[src/rtl/ssm_regs.svh]
// Register offsets, field positions, reset values and rate constants of the
// synthesizer serial pin-mode block. Included by the clock divider, the top level and the testbench.
`ifndef SSM_REGS_SVH
`define SSM_REGS_SVH

// ----------------------------------------------------------------------------
// Register byte offsets
// ----------------------------------------------------------------------------
`define SSM_CTRL_ADDR  8'h00
`define SSM_PROG_ADDR  8'h04
`define SSM_WORD_ADDR  8'h08
`define SSM_CNT_ADDR   8'h0C
`define SSM_CMD_ADDR   8'h10

// ----------------------------------------------------------------------------
// Fields and reset values
// ----------------------------------------------------------------------------
`define SSM_CTRL_POL   7
`define SSM_CTRL_ETYPE 6
`define SSM_CTRL_EDGE  5
`define SSM_CTRL_LDB   2
`define SSM_CTRL_LDA   1
`define SSM_CTRL_RATE  0
`define SSM_PROG_DISB  5
`define SSM_PROG_DISA  4
`define SSM_CMD_START  0
`define SSM_CTRL_RST   8'h00
`define SSM_PROG_RST   8'h00
`define SSM_WORD_RST   32'h00000000
`define SSM_CNT_RST    6'h20
`define SSM_CNT_MAX    6'h20

// ----------------------------------------------------------------------------
// Serial clock rates
// ----------------------------------------------------------------------------
`define SSM_PCLK_HZ    125000000
`define SSM_SLOW_HZ    1625000
`define SSM_FAST_HZ    6500000
`define SSM_SLOW_HALF  (`SSM_PCLK_HZ / (2 * `SSM_SLOW_HZ))
`define SSM_FAST_HALF  (`SSM_PCLK_HZ / (2 * `SSM_FAST_HZ))

`endif

[src/rtl/ssm_pkg.sv]
// Types shared by the synthesizer serial pin-mode block.
// Assumes nothing beyond a SystemVerilog compiler.
package ssm_pkg;

    typedef enum logic [2:0] {
        SSM_ST_IDLE  = 3'h1,
        SSM_ST_SHIFT = 3'h2,
        SSM_ST_PULSE = 3'h4
    } ssm_state_type;

    typedef enum logic [1:0] {
        SSM_MODE1 = 2'h1,
        SSM_MODE2 = 2'h2,
        SSM_MODE3 = 2'h3
    } ssm_mode_type;

endpackage

[src/rtl/ssm_clk_if.sv]
// Handshake between the serial engine and its half-period tick divider.
// Assumes both ends run on pclk.
`timescale 1ns/10ps
interface ssm_clk_if;
    logic run;
    logic fast;
    logic tick;
    modport gen  (input run, input fast, output tick);
    modport user (output run, output fast, input tick);
endinterface

[src/rtl/ssm_clkgen.sv]
// Divider that gives a one-cycle tick every half period of the serial clock.
// Assumes run and fast stay steady while a transfer is in progress.
`timescale 1ns/10ps
`include "ssm_regs.svh"
module ssm_clkgen (
    input  wire logic pclk,
    input  wire logic presetn,
    ssm_clk_if.gen    ck
);
    import ssm_pkg::*;

    logic [5:0] cnt_ff;
    logic [5:0] nxt_cnt;
    logic       tick_ff;
    logic       nxt_tick;
    logic [5:0] half;
    logic [5:0] gap_ff;

    // The count restarts whenever run drops, so the first edge of a frame
    // always comes a full half period after the data is presented.
    always_comb begin
        nxt_cnt  = 6'h00;
        nxt_tick = 1'b0;
        half     = ck.fast ? 6'(`SSM_FAST_HALF - 1) : 6'(`SSM_SLOW_HALF - 1);
        if (ck.run) begin
            if (cnt_ff == half) begin
                nxt_tick = 1'b1;
            end else begin
                nxt_cnt = cnt_ff + 6'h01;
            end
        end
    end

    always_ff @(posedge pclk or negedge presetn) begin
        if (!presetn) begin
            cnt_ff  <= 6'h00;
            tick_ff <= 1'b0;
        end else begin
            cnt_ff  <= nxt_cnt;
            tick_ff <= nxt_tick;
        end
    end

    assign ck.tick = tick_ff;

    always_ff @(posedge pclk or negedge presetn) begin
        if (!presetn) begin
            gap_ff <= 6'h00;
        end else if (!ck.run) begin
            gap_ff <= 6'h00;
        end else if (tick_ff) begin
            gap_ff <= 6'h01;
        end else begin
            gap_ff <= gap_ff + 6'h01;
        end
    end

    half_period_a: assert property (@(posedge pclk) disable iff (!presetn)
        tick_ff && ck.run |-> gap_ff == (ck.fast ? 6'(`SSM_FAST_HALF) : 6'(`SSM_SLOW_HALF)))
        else $error("Serial clock half period is wrong.");

endmodule

[src/rtl/ssm_top.sv]
// Synthesizer serial interface with pin-mode multiplexing onto DSP flags.
// Assumes an APB master on pclk and DSP flags driven by logic on pclk.
`timescale 1ns/10ps
`include "ssm_regs.svh"

module ssm_top (
    input  wire logic        pclk,
    input  wire logic        presetn,
    input  wire logic        psel,
    input  wire logic        penable,
    input  wire logic        pwrite,
    input  wire logic [7:0]  paddr,
    input  wire logic [31:0] pwdata,
    output logic      [31:0] prdata,
    output logic             pready,
    output logic             pslverr,
    input  wire logic        dsp_out_flag_a,
    input  wire logic        dsp_out_flag_b,
    input  wire logic        dsp_out_flag_c,
    output logic             pll_serial_out,
    output logic             pll_serial_clk,
    output logic             pll_enable_a,
    output logic             pll_enable_b,
    output logic             gain_select_lo,
    output logic             gain_select_hi
);
    import ssm_pkg::*;

    function automatic ssm_mode_type pin_mode(input logic [1:0] code);
        pin_mode = code[1] ? (code[0] ? SSM_MODE3 : SSM_MODE2) : SSM_MODE1;
    endfunction

    function automatic logic [5:0] bit_count(input logic [5:0] cnt);
        bit_count = (cnt == 6'h00 || cnt > `SSM_CNT_MAX) ? `SSM_CNT_MAX : cnt;
    endfunction

    // ------------------------------------------------------------------------
    // APB slave and registers
    // ------------------------------------------------------------------------
    logic [7:0]  ctrl_ff;
    logic [7:0]  nxt_ctrl;
    logic [7:0]  prog_ff;
    logic [7:0]  nxt_prog;
    logic [31:0] word_ff;
    logic [31:0] nxt_word;
    logic [5:0]  cnt_ff;
    logic [5:0]  nxt_cnt;
    logic [31:0] prdata_ff;
    logic [31:0] nxt_prdata;
    logic        pready_ff;
    logic        nxt_pready;
    logic        pslverr_ff;
    logic        nxt_pslverr;
    logic        wr;
    logic        start;
    logic        busy;
    ssm_mode_type  mode;
    ssm_state_type state_ff;

    // One wait state: the answer is prepared in the first access cycle and
    // the write lands on the edge where pready is seen high.
    always_comb begin
        nxt_ctrl    = ctrl_ff;
        nxt_prog    = prog_ff;
        nxt_word    = word_ff;
        nxt_cnt     = cnt_ff;
        nxt_prdata  = prdata_ff;
        nxt_pslverr = 1'b0;
        nxt_pready  = psel && penable && !pready_ff;
        wr          = psel && penable && pready_ff && pwrite;
        start       = 1'b0;
        if (nxt_pready) begin
            nxt_prdata = 32'h00000000;
            case (paddr)
                `SSM_CTRL_ADDR: nxt_prdata = {24'h000000, ctrl_ff};
                `SSM_PROG_ADDR: nxt_prdata = {24'h000000, prog_ff};
                `SSM_WORD_ADDR: nxt_prdata = word_ff;
                `SSM_CNT_ADDR:  nxt_prdata = {26'h0000000, cnt_ff};
                `SSM_CMD_ADDR:  nxt_prdata = {29'h00000000, mode, busy};
                default:        nxt_pslverr = 1'b1;
            endcase
        end
        if (wr) begin
            case (paddr)
                `SSM_CTRL_ADDR: nxt_ctrl = pwdata[7:0];
                `SSM_PROG_ADDR: nxt_prog = pwdata[7:0];
                `SSM_WORD_ADDR: nxt_word = pwdata;
                `SSM_CNT_ADDR:  nxt_cnt  = pwdata[5:0];
                `SSM_CMD_ADDR:  start    = pwdata[`SSM_CMD_START] && !busy;
                default:        start    = 1'b0;
            endcase
        end
    end

    always_ff @(posedge pclk or negedge presetn) begin
        if (!presetn) begin
            ctrl_ff    <= `SSM_CTRL_RST;
            prog_ff    <= `SSM_PROG_RST;
            word_ff    <= `SSM_WORD_RST;
            cnt_ff     <= `SSM_CNT_RST;
            prdata_ff  <= 32'h00000000;
            pready_ff  <= 1'b0;
            pslverr_ff <= 1'b0;
        end else begin
            ctrl_ff    <= nxt_ctrl;
            prog_ff    <= nxt_prog;
            word_ff    <= nxt_word;
            cnt_ff     <= nxt_cnt;
            prdata_ff  <= nxt_prdata;
            pready_ff  <= nxt_pready;
            pslverr_ff <= nxt_pslverr;
        end
    end

    assign prdata  = prdata_ff;
    assign pready  = pready_ff;
    assign pslverr = pslverr_ff;
    assign mode    = pin_mode(prog_ff[1:0]);

    // ------------------------------------------------------------------------
    // Serial engine
    // ------------------------------------------------------------------------
    ssm_clk_if ck ();

    ssm_clkgen u_clkgen (
        .pclk    (pclk),
        .presetn (presetn),
        .ck      (ck)
    );

    logic [31:0] shift_ff;
    logic [31:0] nxt_shift;
    logic [5:0]  left_ff;
    logic [5:0]  nxt_left;
    logic        data_ff;
    logic        nxt_data;
    logic        sclk_ff;
    logic        nxt_sclk;
    logic        phase_ff;
    logic        nxt_phase;
    logic        idle_ff;
    logic        nxt_idle;
    logic        etype_ff;
    logic        nxt_etype;
    logic        rate_ff;
    logic        nxt_rate;
    logic        sel_a_ff;
    logic        nxt_sel_a;
    logic        sel_b_ff;
    logic        nxt_sel_b;
    logic        pol_a_ff;
    logic        nxt_pol_a;
    logic        pol_b_ff;
    logic        nxt_pol_b;
    logic        en_a_ff;
    logic        nxt_en_a;
    logic        en_b_ff;
    logic        nxt_en_b;
    logic        en_on;
    ssm_state_type nxt_state;

    assign busy    = state_ff != SSM_ST_IDLE;
    assign ck.run  = busy;
    assign ck.fast = rate_ff;

    // Each bit spans two half periods: the clock leaves its idle level on
    // the capture edge and returns to it on the launch edge, so the idle
    // level equals the launch polarity.
    always_comb begin
        nxt_state = state_ff;
        nxt_shift = shift_ff;
        nxt_left  = left_ff;
        nxt_data  = data_ff;
        nxt_sclk  = sclk_ff;
        nxt_phase = phase_ff;
        nxt_idle  = idle_ff;
        nxt_etype = etype_ff;
        nxt_rate  = rate_ff;
        nxt_sel_a = sel_a_ff;
        nxt_sel_b = sel_b_ff;
        nxt_pol_a = pol_a_ff;
        nxt_pol_b = pol_b_ff;
        case (state_ff)
            SSM_ST_IDLE: begin
                nxt_sclk = ctrl_ff[`SSM_CTRL_EDGE];
                if (start) begin
                    nxt_state = SSM_ST_SHIFT;
                    nxt_sel_a = ctrl_ff[`SSM_CTRL_LDA] && !prog_ff[`SSM_PROG_DISA];
                    nxt_sel_b = ctrl_ff[`SSM_CTRL_LDB] && !prog_ff[`SSM_PROG_DISB];
                    if (ctrl_ff[`SSM_CTRL_LDA]) begin
                        nxt_pol_a = ctrl_ff[`SSM_CTRL_POL];
                    end
                    if (ctrl_ff[`SSM_CTRL_LDB]) begin
                        nxt_pol_b = ctrl_ff[`SSM_CTRL_POL];
                    end
                    nxt_etype = ctrl_ff[`SSM_CTRL_ETYPE];
                    nxt_rate  = ctrl_ff[`SSM_CTRL_RATE];
                    nxt_idle  = ctrl_ff[`SSM_CTRL_EDGE];
                    nxt_shift = word_ff;
                    nxt_data  = word_ff[31];
                    nxt_left  = bit_count(cnt_ff);
                    nxt_phase = 1'b0;
                end
            end
            SSM_ST_SHIFT: begin
                if (ck.tick) begin
                    nxt_phase = !phase_ff;
                    nxt_sclk  = phase_ff ? idle_ff : !idle_ff;
                    if (phase_ff) begin
                        if (left_ff == 6'h01) begin
                            nxt_state = etype_ff ? SSM_ST_PULSE : SSM_ST_IDLE;
                        end else begin
                            nxt_shift = {shift_ff[30:0], 1'b0};
                            nxt_data  = shift_ff[30];
                            nxt_left  = left_ff - 6'h01;
                        end
                    end
                end
            end
            SSM_ST_PULSE: begin
                // The clock rests at its idle level during the enable pulse, so the
                // receiver sees no edge beyond the configured bit count.
                if (ck.tick) begin
                    nxt_phase = !phase_ff;
                    if (phase_ff) begin
                        nxt_state = SSM_ST_IDLE;
                    end
                end
            end
            default: begin
                nxt_state = SSM_ST_IDLE;
            end
        endcase
        en_on = (nxt_state == SSM_ST_SHIFT && !nxt_etype) ||
                (nxt_state == SSM_ST_PULSE);
        nxt_en_a = (nxt_sel_a && en_on) ? nxt_pol_a : !nxt_pol_a;
        nxt_en_b = (nxt_sel_b && en_on) ? nxt_pol_b : !nxt_pol_b;
    end

    always_ff @(posedge pclk or negedge presetn) begin
        if (!presetn) begin
            state_ff <= SSM_ST_IDLE;
            shift_ff <= 32'h00000000;
            left_ff  <= 6'h00;
            data_ff  <= 1'b0;
            sclk_ff  <= 1'b0;
            phase_ff <= 1'b0;
            idle_ff  <= 1'b0;
            etype_ff <= 1'b0;
            rate_ff  <= 1'b0;
            sel_a_ff <= 1'b0;
            sel_b_ff <= 1'b0;
            pol_a_ff <= 1'b0;
            pol_b_ff <= 1'b0;
            en_a_ff  <= 1'b1;
            en_b_ff  <= 1'b1;
        end else begin
            state_ff <= nxt_state;
            shift_ff <= nxt_shift;
            left_ff  <= nxt_left;
            data_ff  <= nxt_data;
            sclk_ff  <= nxt_sclk;
            phase_ff <= nxt_phase;
            idle_ff  <= nxt_idle;
            etype_ff <= nxt_etype;
            rate_ff  <= nxt_rate;
            sel_a_ff <= nxt_sel_a;
            sel_b_ff <= nxt_sel_b;
            pol_a_ff <= nxt_pol_a;
            pol_b_ff <= nxt_pol_b;
            en_a_ff  <= nxt_en_a;
            en_b_ff  <= nxt_en_b;
        end
    end

    // ------------------------------------------------------------------------
    // Pin multiplexing
    // ------------------------------------------------------------------------
    logic out_ff;
    logic nxt_out;
    logic clk_ff;
    logic nxt_clk;
    logic ena_ff;
    logic enb_ff;
    logic lo_ff;
    logic nxt_lo;
    logic hi_ff;
    logic nxt_hi;

    // The third mode's offset-correction output is not built here, so its
    // pin holds low rather than floating.
    always_comb begin
        nxt_out = data_ff;
        nxt_clk = sclk_ff;
        nxt_lo  = dsp_out_flag_a;
        nxt_hi  = dsp_out_flag_b;
        case (mode)
            SSM_MODE1: begin
                nxt_out = data_ff;
                nxt_clk = sclk_ff;
                nxt_lo  = dsp_out_flag_a;
                nxt_hi  = dsp_out_flag_b;
            end
            SSM_MODE2: begin
                nxt_out = busy ? data_ff : dsp_out_flag_b;
                nxt_clk = busy ? sclk_ff : dsp_out_flag_c;
                nxt_lo  = busy ? (en_b_ff & dsp_out_flag_a) : dsp_out_flag_a;
                nxt_hi  = dsp_out_flag_b;
            end
            SSM_MODE3: begin
                nxt_out = busy ? data_ff : dsp_out_flag_b;
                nxt_clk = busy ? sclk_ff : dsp_out_flag_c;
                nxt_lo  = dsp_out_flag_a;
                nxt_hi  = 1'b0;
            end
            default: begin
                nxt_out = data_ff;
            end
        endcase
    end

    always_ff @(posedge pclk or negedge presetn) begin
        if (!presetn) begin
            out_ff <= 1'b0;
            clk_ff <= 1'b0;
            ena_ff <= 1'b1;
            enb_ff <= 1'b1;
            lo_ff  <= 1'b0;
            hi_ff  <= 1'b0;
        end else begin
            out_ff <= nxt_out;
            clk_ff <= nxt_clk;
            ena_ff <= en_a_ff;
            enb_ff <= en_b_ff;
            lo_ff  <= nxt_lo;
            hi_ff  <= nxt_hi;
        end
    end

    assign pll_serial_out = out_ff;
    assign pll_serial_clk = clk_ff;
    assign pll_enable_a   = ena_ff;
    assign pll_enable_b   = enb_ff;
    assign gain_select_lo = lo_ff;
    assign gain_select_hi = hi_ff;

    // ------------------------------------------------------------------------
    // Checks
    // ------------------------------------------------------------------------
    enable_idle_a: assert property (@(posedge pclk) disable iff (!presetn)
        state_ff == SSM_ST_IDLE |-> en_a_ff == !pol_a_ff && en_b_ff == !pol_b_ff)
        else $error("Enable not at inactive level while idle.");

    mode_decode_a: assert property (@(posedge pclk) disable iff (!presetn)
        prog_ff[1] == 1'b0 |-> mode == SSM_MODE1)
        else $error("Low pin-mode codes must give mode 1.");

    mode1_pins_a: assert property (@(posedge pclk) disable iff (!presetn)
        mode == SSM_MODE1 |=> pll_serial_out == $past(data_ff) &&
                              pll_serial_clk == $past(sclk_ff))
        else $error("Mode 1 serial pins not carrying serial data and clock.");

    launch_edge_a: assert property (@(posedge pclk) disable iff (!presetn)
        state_ff == SSM_ST_SHIFT && $changed(data_ff) |-> sclk_ff == idle_ff)
        else $error("Data changed on the capture edge.");

    idle_data_a: assert property (@(posedge pclk) disable iff (!presetn)
        mode != SSM_MODE1 && !busy |=> pll_serial_out == $past(dsp_out_flag_b))
        else $error("Idle data pin does not show flag b.");

    idle_clock_a: assert property (@(posedge pclk) disable iff (!presetn)
        mode != SSM_MODE1 && !busy |=> pll_serial_clk == $past(dsp_out_flag_c))
        else $error("Idle clock pin does not show flag c.");

    gain_mode1_a: assert property (@(posedge pclk) disable iff (!presetn)
        mode == SSM_MODE1 |=> gain_select_lo == $past(dsp_out_flag_a) &&
                              gain_select_hi == $past(dsp_out_flag_b))
        else $error("Mode 1 gain pins do not follow flags a and b.");

    gain_shared_a: assert property (@(posedge pclk) disable iff (!presetn)
        mode == SSM_MODE2 && busy |=> gain_select_lo == $past(en_b_ff & dsp_out_flag_a))
        else $error("Mode 2 gain low pin not gated enable b.");

    enable_type_a: assert property (@(posedge pclk) disable iff (!presetn)
        state_ff == SSM_ST_SHIFT && sel_a_ff |-> en_a_ff == (etype_ff ? !pol_a_ff : pol_a_ff))
        else $error("Enable level during bits disagrees with enable type.");

    busy_end_a: assert property (@(posedge pclk) disable iff (!presetn)
        $fell(busy) |-> $past(phase_ff) && $past(ck.tick) &&
                        ($past(state_ff) == SSM_ST_PULSE || !etype_ff))
        else $error("Interface went idle before the enable pulse ended.");

endmodule

[config.mk]
export PLATFORM = sky130hd
export DESIGN_NAME = ssm_top
export DESIGN_NICKNAME = d
export VERILOG_FILES = /design/src/rtl/ssm_pkg.sv /design/src/rtl/ssm_clk_if.sv /design/src/rtl/ssm_clkgen.sv /design/src/rtl/ssm_top.sv
export VERILOG_INCLUDE_DIRS = /design/src /design/src/rtl
export SDC_FILE = /design/constraint.sdc
export NUM_CORES = 1
export LEC_CHECK = 0
export BUFFER_PORTS_ARGS = -buffer_cell sky130_fd_sc_hd__buf_2
export CAP_MARGIN = 30
export CORE_ASPECT_RATIO = 1.25
export CORE_UTILIZATION = 45
export DETAILED_ROUTE_END_ITERATION = 7
export PLACE_DENSITY = 0.61
export SLEW_MARGIN = 20
export SYNTH_ARGS = -nofsm -noshare
export SYNTH_HDL_FRONTEND = slang
export SYNTH_HIERARCHICAL = 1
export SYNTH_SLANG_ARGS = --single-unit
[constraint.sdc]
create_clock -name pclk -period 2.3 [get_ports pclk]
set_clock_uncertainty 0.05 [all_clocks]
set_input_delay 0.115 -clock pclk [delete_from_list [all_inputs] [get_ports pclk]]
set_output_delay 0.115 -clock pclk [all_outputs]
set_load 0.01 [all_outputs]
==> impl_metrics.csv <==
group,metric,value,unit
detailed_routing,vias,4699,
synthesis,synth-compound-area-share,10.8,%
detailed_routing,post-route-drc-count,0,
placement,dp_cells,795,
floorplanning,dieWidth,111,um
worst_setup_path,cp.arrival,2450,ps
synthesis,synthAdderAreaFrac,0.564,%
cells_and_area,fin_area,0.00841,mm^2
detailed_routing,ant_nets,0,
worst_setup_path,startpoint_type,"flip-flop",
timing,grt_setup_unrepaired,"no",
cts,cts_sinks,153,
flow_run,max-cap-violations,0,
synthesis,ys.flop_type,"dfrtp_1",
placement,place.gp.congestion,0.787,
global_routing,track_usage,20.4,%
synthesis,synth_area,0.00665,mm^2
worst_setup_path,end_kind,"flip-flop",
cts,cts_buffers,17,
timing,maxSlewViolCount,0,
placement,dp_hpwl,9950,um
placement,place_area,0.00736,mm^2
power,switching_share,19.9,%
power,pwr-share-comb,3.6,%
synthesis,syn_nets,592,
floorplanning,row_count,49,
cells_and_area,drive_gt1_share,31.5,%
timing,max_freq,0.466,GHz
worst_setup_path,cp_max_fo,8,
global_routing,grt_pass1_vias,4786,
cells_and_area,final_cell_mix,"147 x dfrtp_1, 86 x buf_2, 60 x mux2_2, 57 x nand2_1, 39 x dlygate4sd3_1",
synthesis,synthSimpleGateAreaFrac,10.1,%
synthesis,synth_top_family_by_area,"multiplexers",
cells_and_area,seqCellArea,0.00384,mm^2
synthesis,synth_seq_cells,153,
global_routing,antenna_found_initial,0,
cells_and_area,antennaDiodeCount,0,
detailed_routing,wl_per_cell,17.1,um
timing,finalCritPeriodShare,93.4,%
power,p_switching,0.00118,W
synthesis,synth-xor-area-share,0.922,%
synthesis,async_flop_share,100,%
cts,insertion_delay,420,ps
synthesis,synth_edf_count,0,
synthesis,synth_mux_area_share,17.4,%
power,p_leak,4.28,nW
cts,cts_buffer_depth,2,
detailed_routing,routed_wirelength,14800,um
cts,post_cts_buffers,0,
cells_and_area,final_cell_count_no_fill,867,
floorplanning,core,0.0144,mm^2
synthesis,syn_avg_cell_area,12.3,um^2
global_routing,grt_max_degree,55,
timing,setup_violations,0,
timing,tightest_slew,610,ps
outcome,status,"finished, final reports clean",
power,vdd_drop_max,0.376,mV
global_routing,grt_overflow_total,0,
cts,cts-root-buf,"clkbuf_16",
floorplanning,fp.dieArea,0.0153,mm^2
worst_setup_path,crit_type,"reg -> reg",
cts,path_clk_slew,60,ps
floorplanning,start_util,46.2,%
power,p_seq_share,45.8,%
cells_and_area,nets,727,
cells_and_area,multi_input_area,0.00266,mm^2
power,power_frac_clock,50.5,%
timing,min_period,2150,ps
power,internal-power,0.00473,W
cells_and_area,nFillCells,1205,
synthesis,synthesis.instances,541,
synthesis,ys.warnings.count,6,
placement,io_buffer_count,87,
min_path,hold_class,"in -> reg",
detailed_routing,vias_per_cell,5.42,
synthesis,yosysSeqAreaShare,57.7,%
power,power_density,702,mW/mm^2
detailed_routing,drtIter0Drc,217,
timing,final-hold-violation-count,0,
timing,tns,0,ps
cells_and_area,area_growth_syn_to_layout,26.5,%
timing,relSlewSlack,59.3,%
worst_setup_path,required,2600,ps
cells_and_area,final_common_cell,"dfrtp_1",
worst_setup_path,r2r_slack,150,ps
global_routing,grt_pass1_wl,23900,um
floorplanning,die_h,138,um
cts,cts_tree,"done",
floorplanning,pin_count,88,
detailed_routing,dr.pass1.iters,6,
cts,cts.htree.levels,4,
synthesis,ys_types,60,
timing repair:
action,in CTS,in global routing
setup endpoints to repair,0,18
hold buffers,39,0
endpoints found under the hold margin,109,0
resized for setup,0,1
cells in the mapped netlist, types with 4 or more instances:
cell,instances,area [um^2]
mux2i_1,36,360
nand3_1,6,30.0
a22o_1,24,210
dfstp_2,6,158
mux2_2,60,676
xnor2_1,4,35.0
nor3b_1,4,30.0
buf_2,7,35.0
nand2b_1,4,25.0
clkbuf_1,17,63.8
and2_1,5,31.3
a21oi_1,12,60.1
nand4_1,4,25.0
dfrtp_1,147,3680
inv_1,8,30.0
nor2_1,22,82.6
o21ai_0,16,80.1
mux4_2,4,90.1
nand2_1,57,214
o21ai_1,38,190
layer usage:
metal	vias up	GRT usage (%)	share of wire, %
li1	2218	-	-
met2	84	36.4	53
met3	16	5.11	3.1
met4	0	8.00	1.6
met5	-	0	0
met1	2381	23.7	42
registers in the layout, indices dropped and copies added (netlist names), 3 cells and up:
| signal | flops |
|---|---|
| cnt_ff | 6 |
| prog_ff | 8 |
| state_ff | 3 |
| shift_ff | 31 |
| ctrl_ff | 8 |
| u_clkgen/cnt_ff | 6 |
| word_ff | 32 |
| prdata | 32 |
| left_ff | 6 |
through the flow:
stage | power [W] | hold slack [ps] | setup WS (ps) | util (%)
floorplan | 0.00280 | -231 | 296 | -
global placement | 0.00292 | 52.9 | 144 | 51.1
detailed placement | 0.00292 | 61.6 | 109 | 51.1
CTS | 0.00597 | 3.31 | 91.1 | 58.2
global route | 0.00609 | 31.6 | 0.814 | 58.4
finish | 0.00590 | 23.3 | 153 | 58.4
critical path: stages (launching register included):
cell	delay, ps
dfstp_2	580
nand4bb_1	230
nor4_4	310
buf_4	230
mux2_2	360
o21ai_1	150
xor2_1	170
path summary, 6_finish.rpt:
path / from / endpoint / cells after the start
max reg2reg: state_ff[0] / en_a_ff / 6
min reg2reg: en_a_ff / pll_enable_a / 0
max in group asynchronous: presetn / cnt_ff[5] / 3
min: penable / pready / 4
min in group asynchronous: presetn / pslverr / 2
max: state_ff[0] / en_a_ff / 6
power by group through the flow:
| stage | Clock [W] | Combinational (W) | Sequential [W] |
|---|---|---|---|
| floorplan | 0 | 0.0000406 | 0.00275 |
| global placement | 0 | 0.000167 | 0.00275 |
| detailed placement | 0 | 0.000170 | 0.00275 |
| CTS | 0.00305 | 0.000221 | 0.00270 |
| global route | 0.00314 | 0.000242 | 0.00270 |
| finish | 0.00298 | 0.000215 | 0.00271 |
final cells by class:
class | count | share of cell area, %
Sequential cell | 153 | 45.6
Multi-Input combinational cell | 351 | 31.6
Timing Repair Buffer | 145 | 12.3
Clock buffer | 25 | 5.89
Tap cell | 178 | 2.65
Clock inverter | 7 | 1.64
Inverter | 8 | 0.357
cell families after synthesis:
group                    Yosys count
flip-flops                       153
AND/OR/NAND/NOR                  129
AO/OA/AOI/OAI                    110
multiplexers                     102
buffers and inverters             37
XOR/XNOR                           7
adder cells (fa/ha/maj)            3
Note: power is estimated with default switching activity, not from simulation.
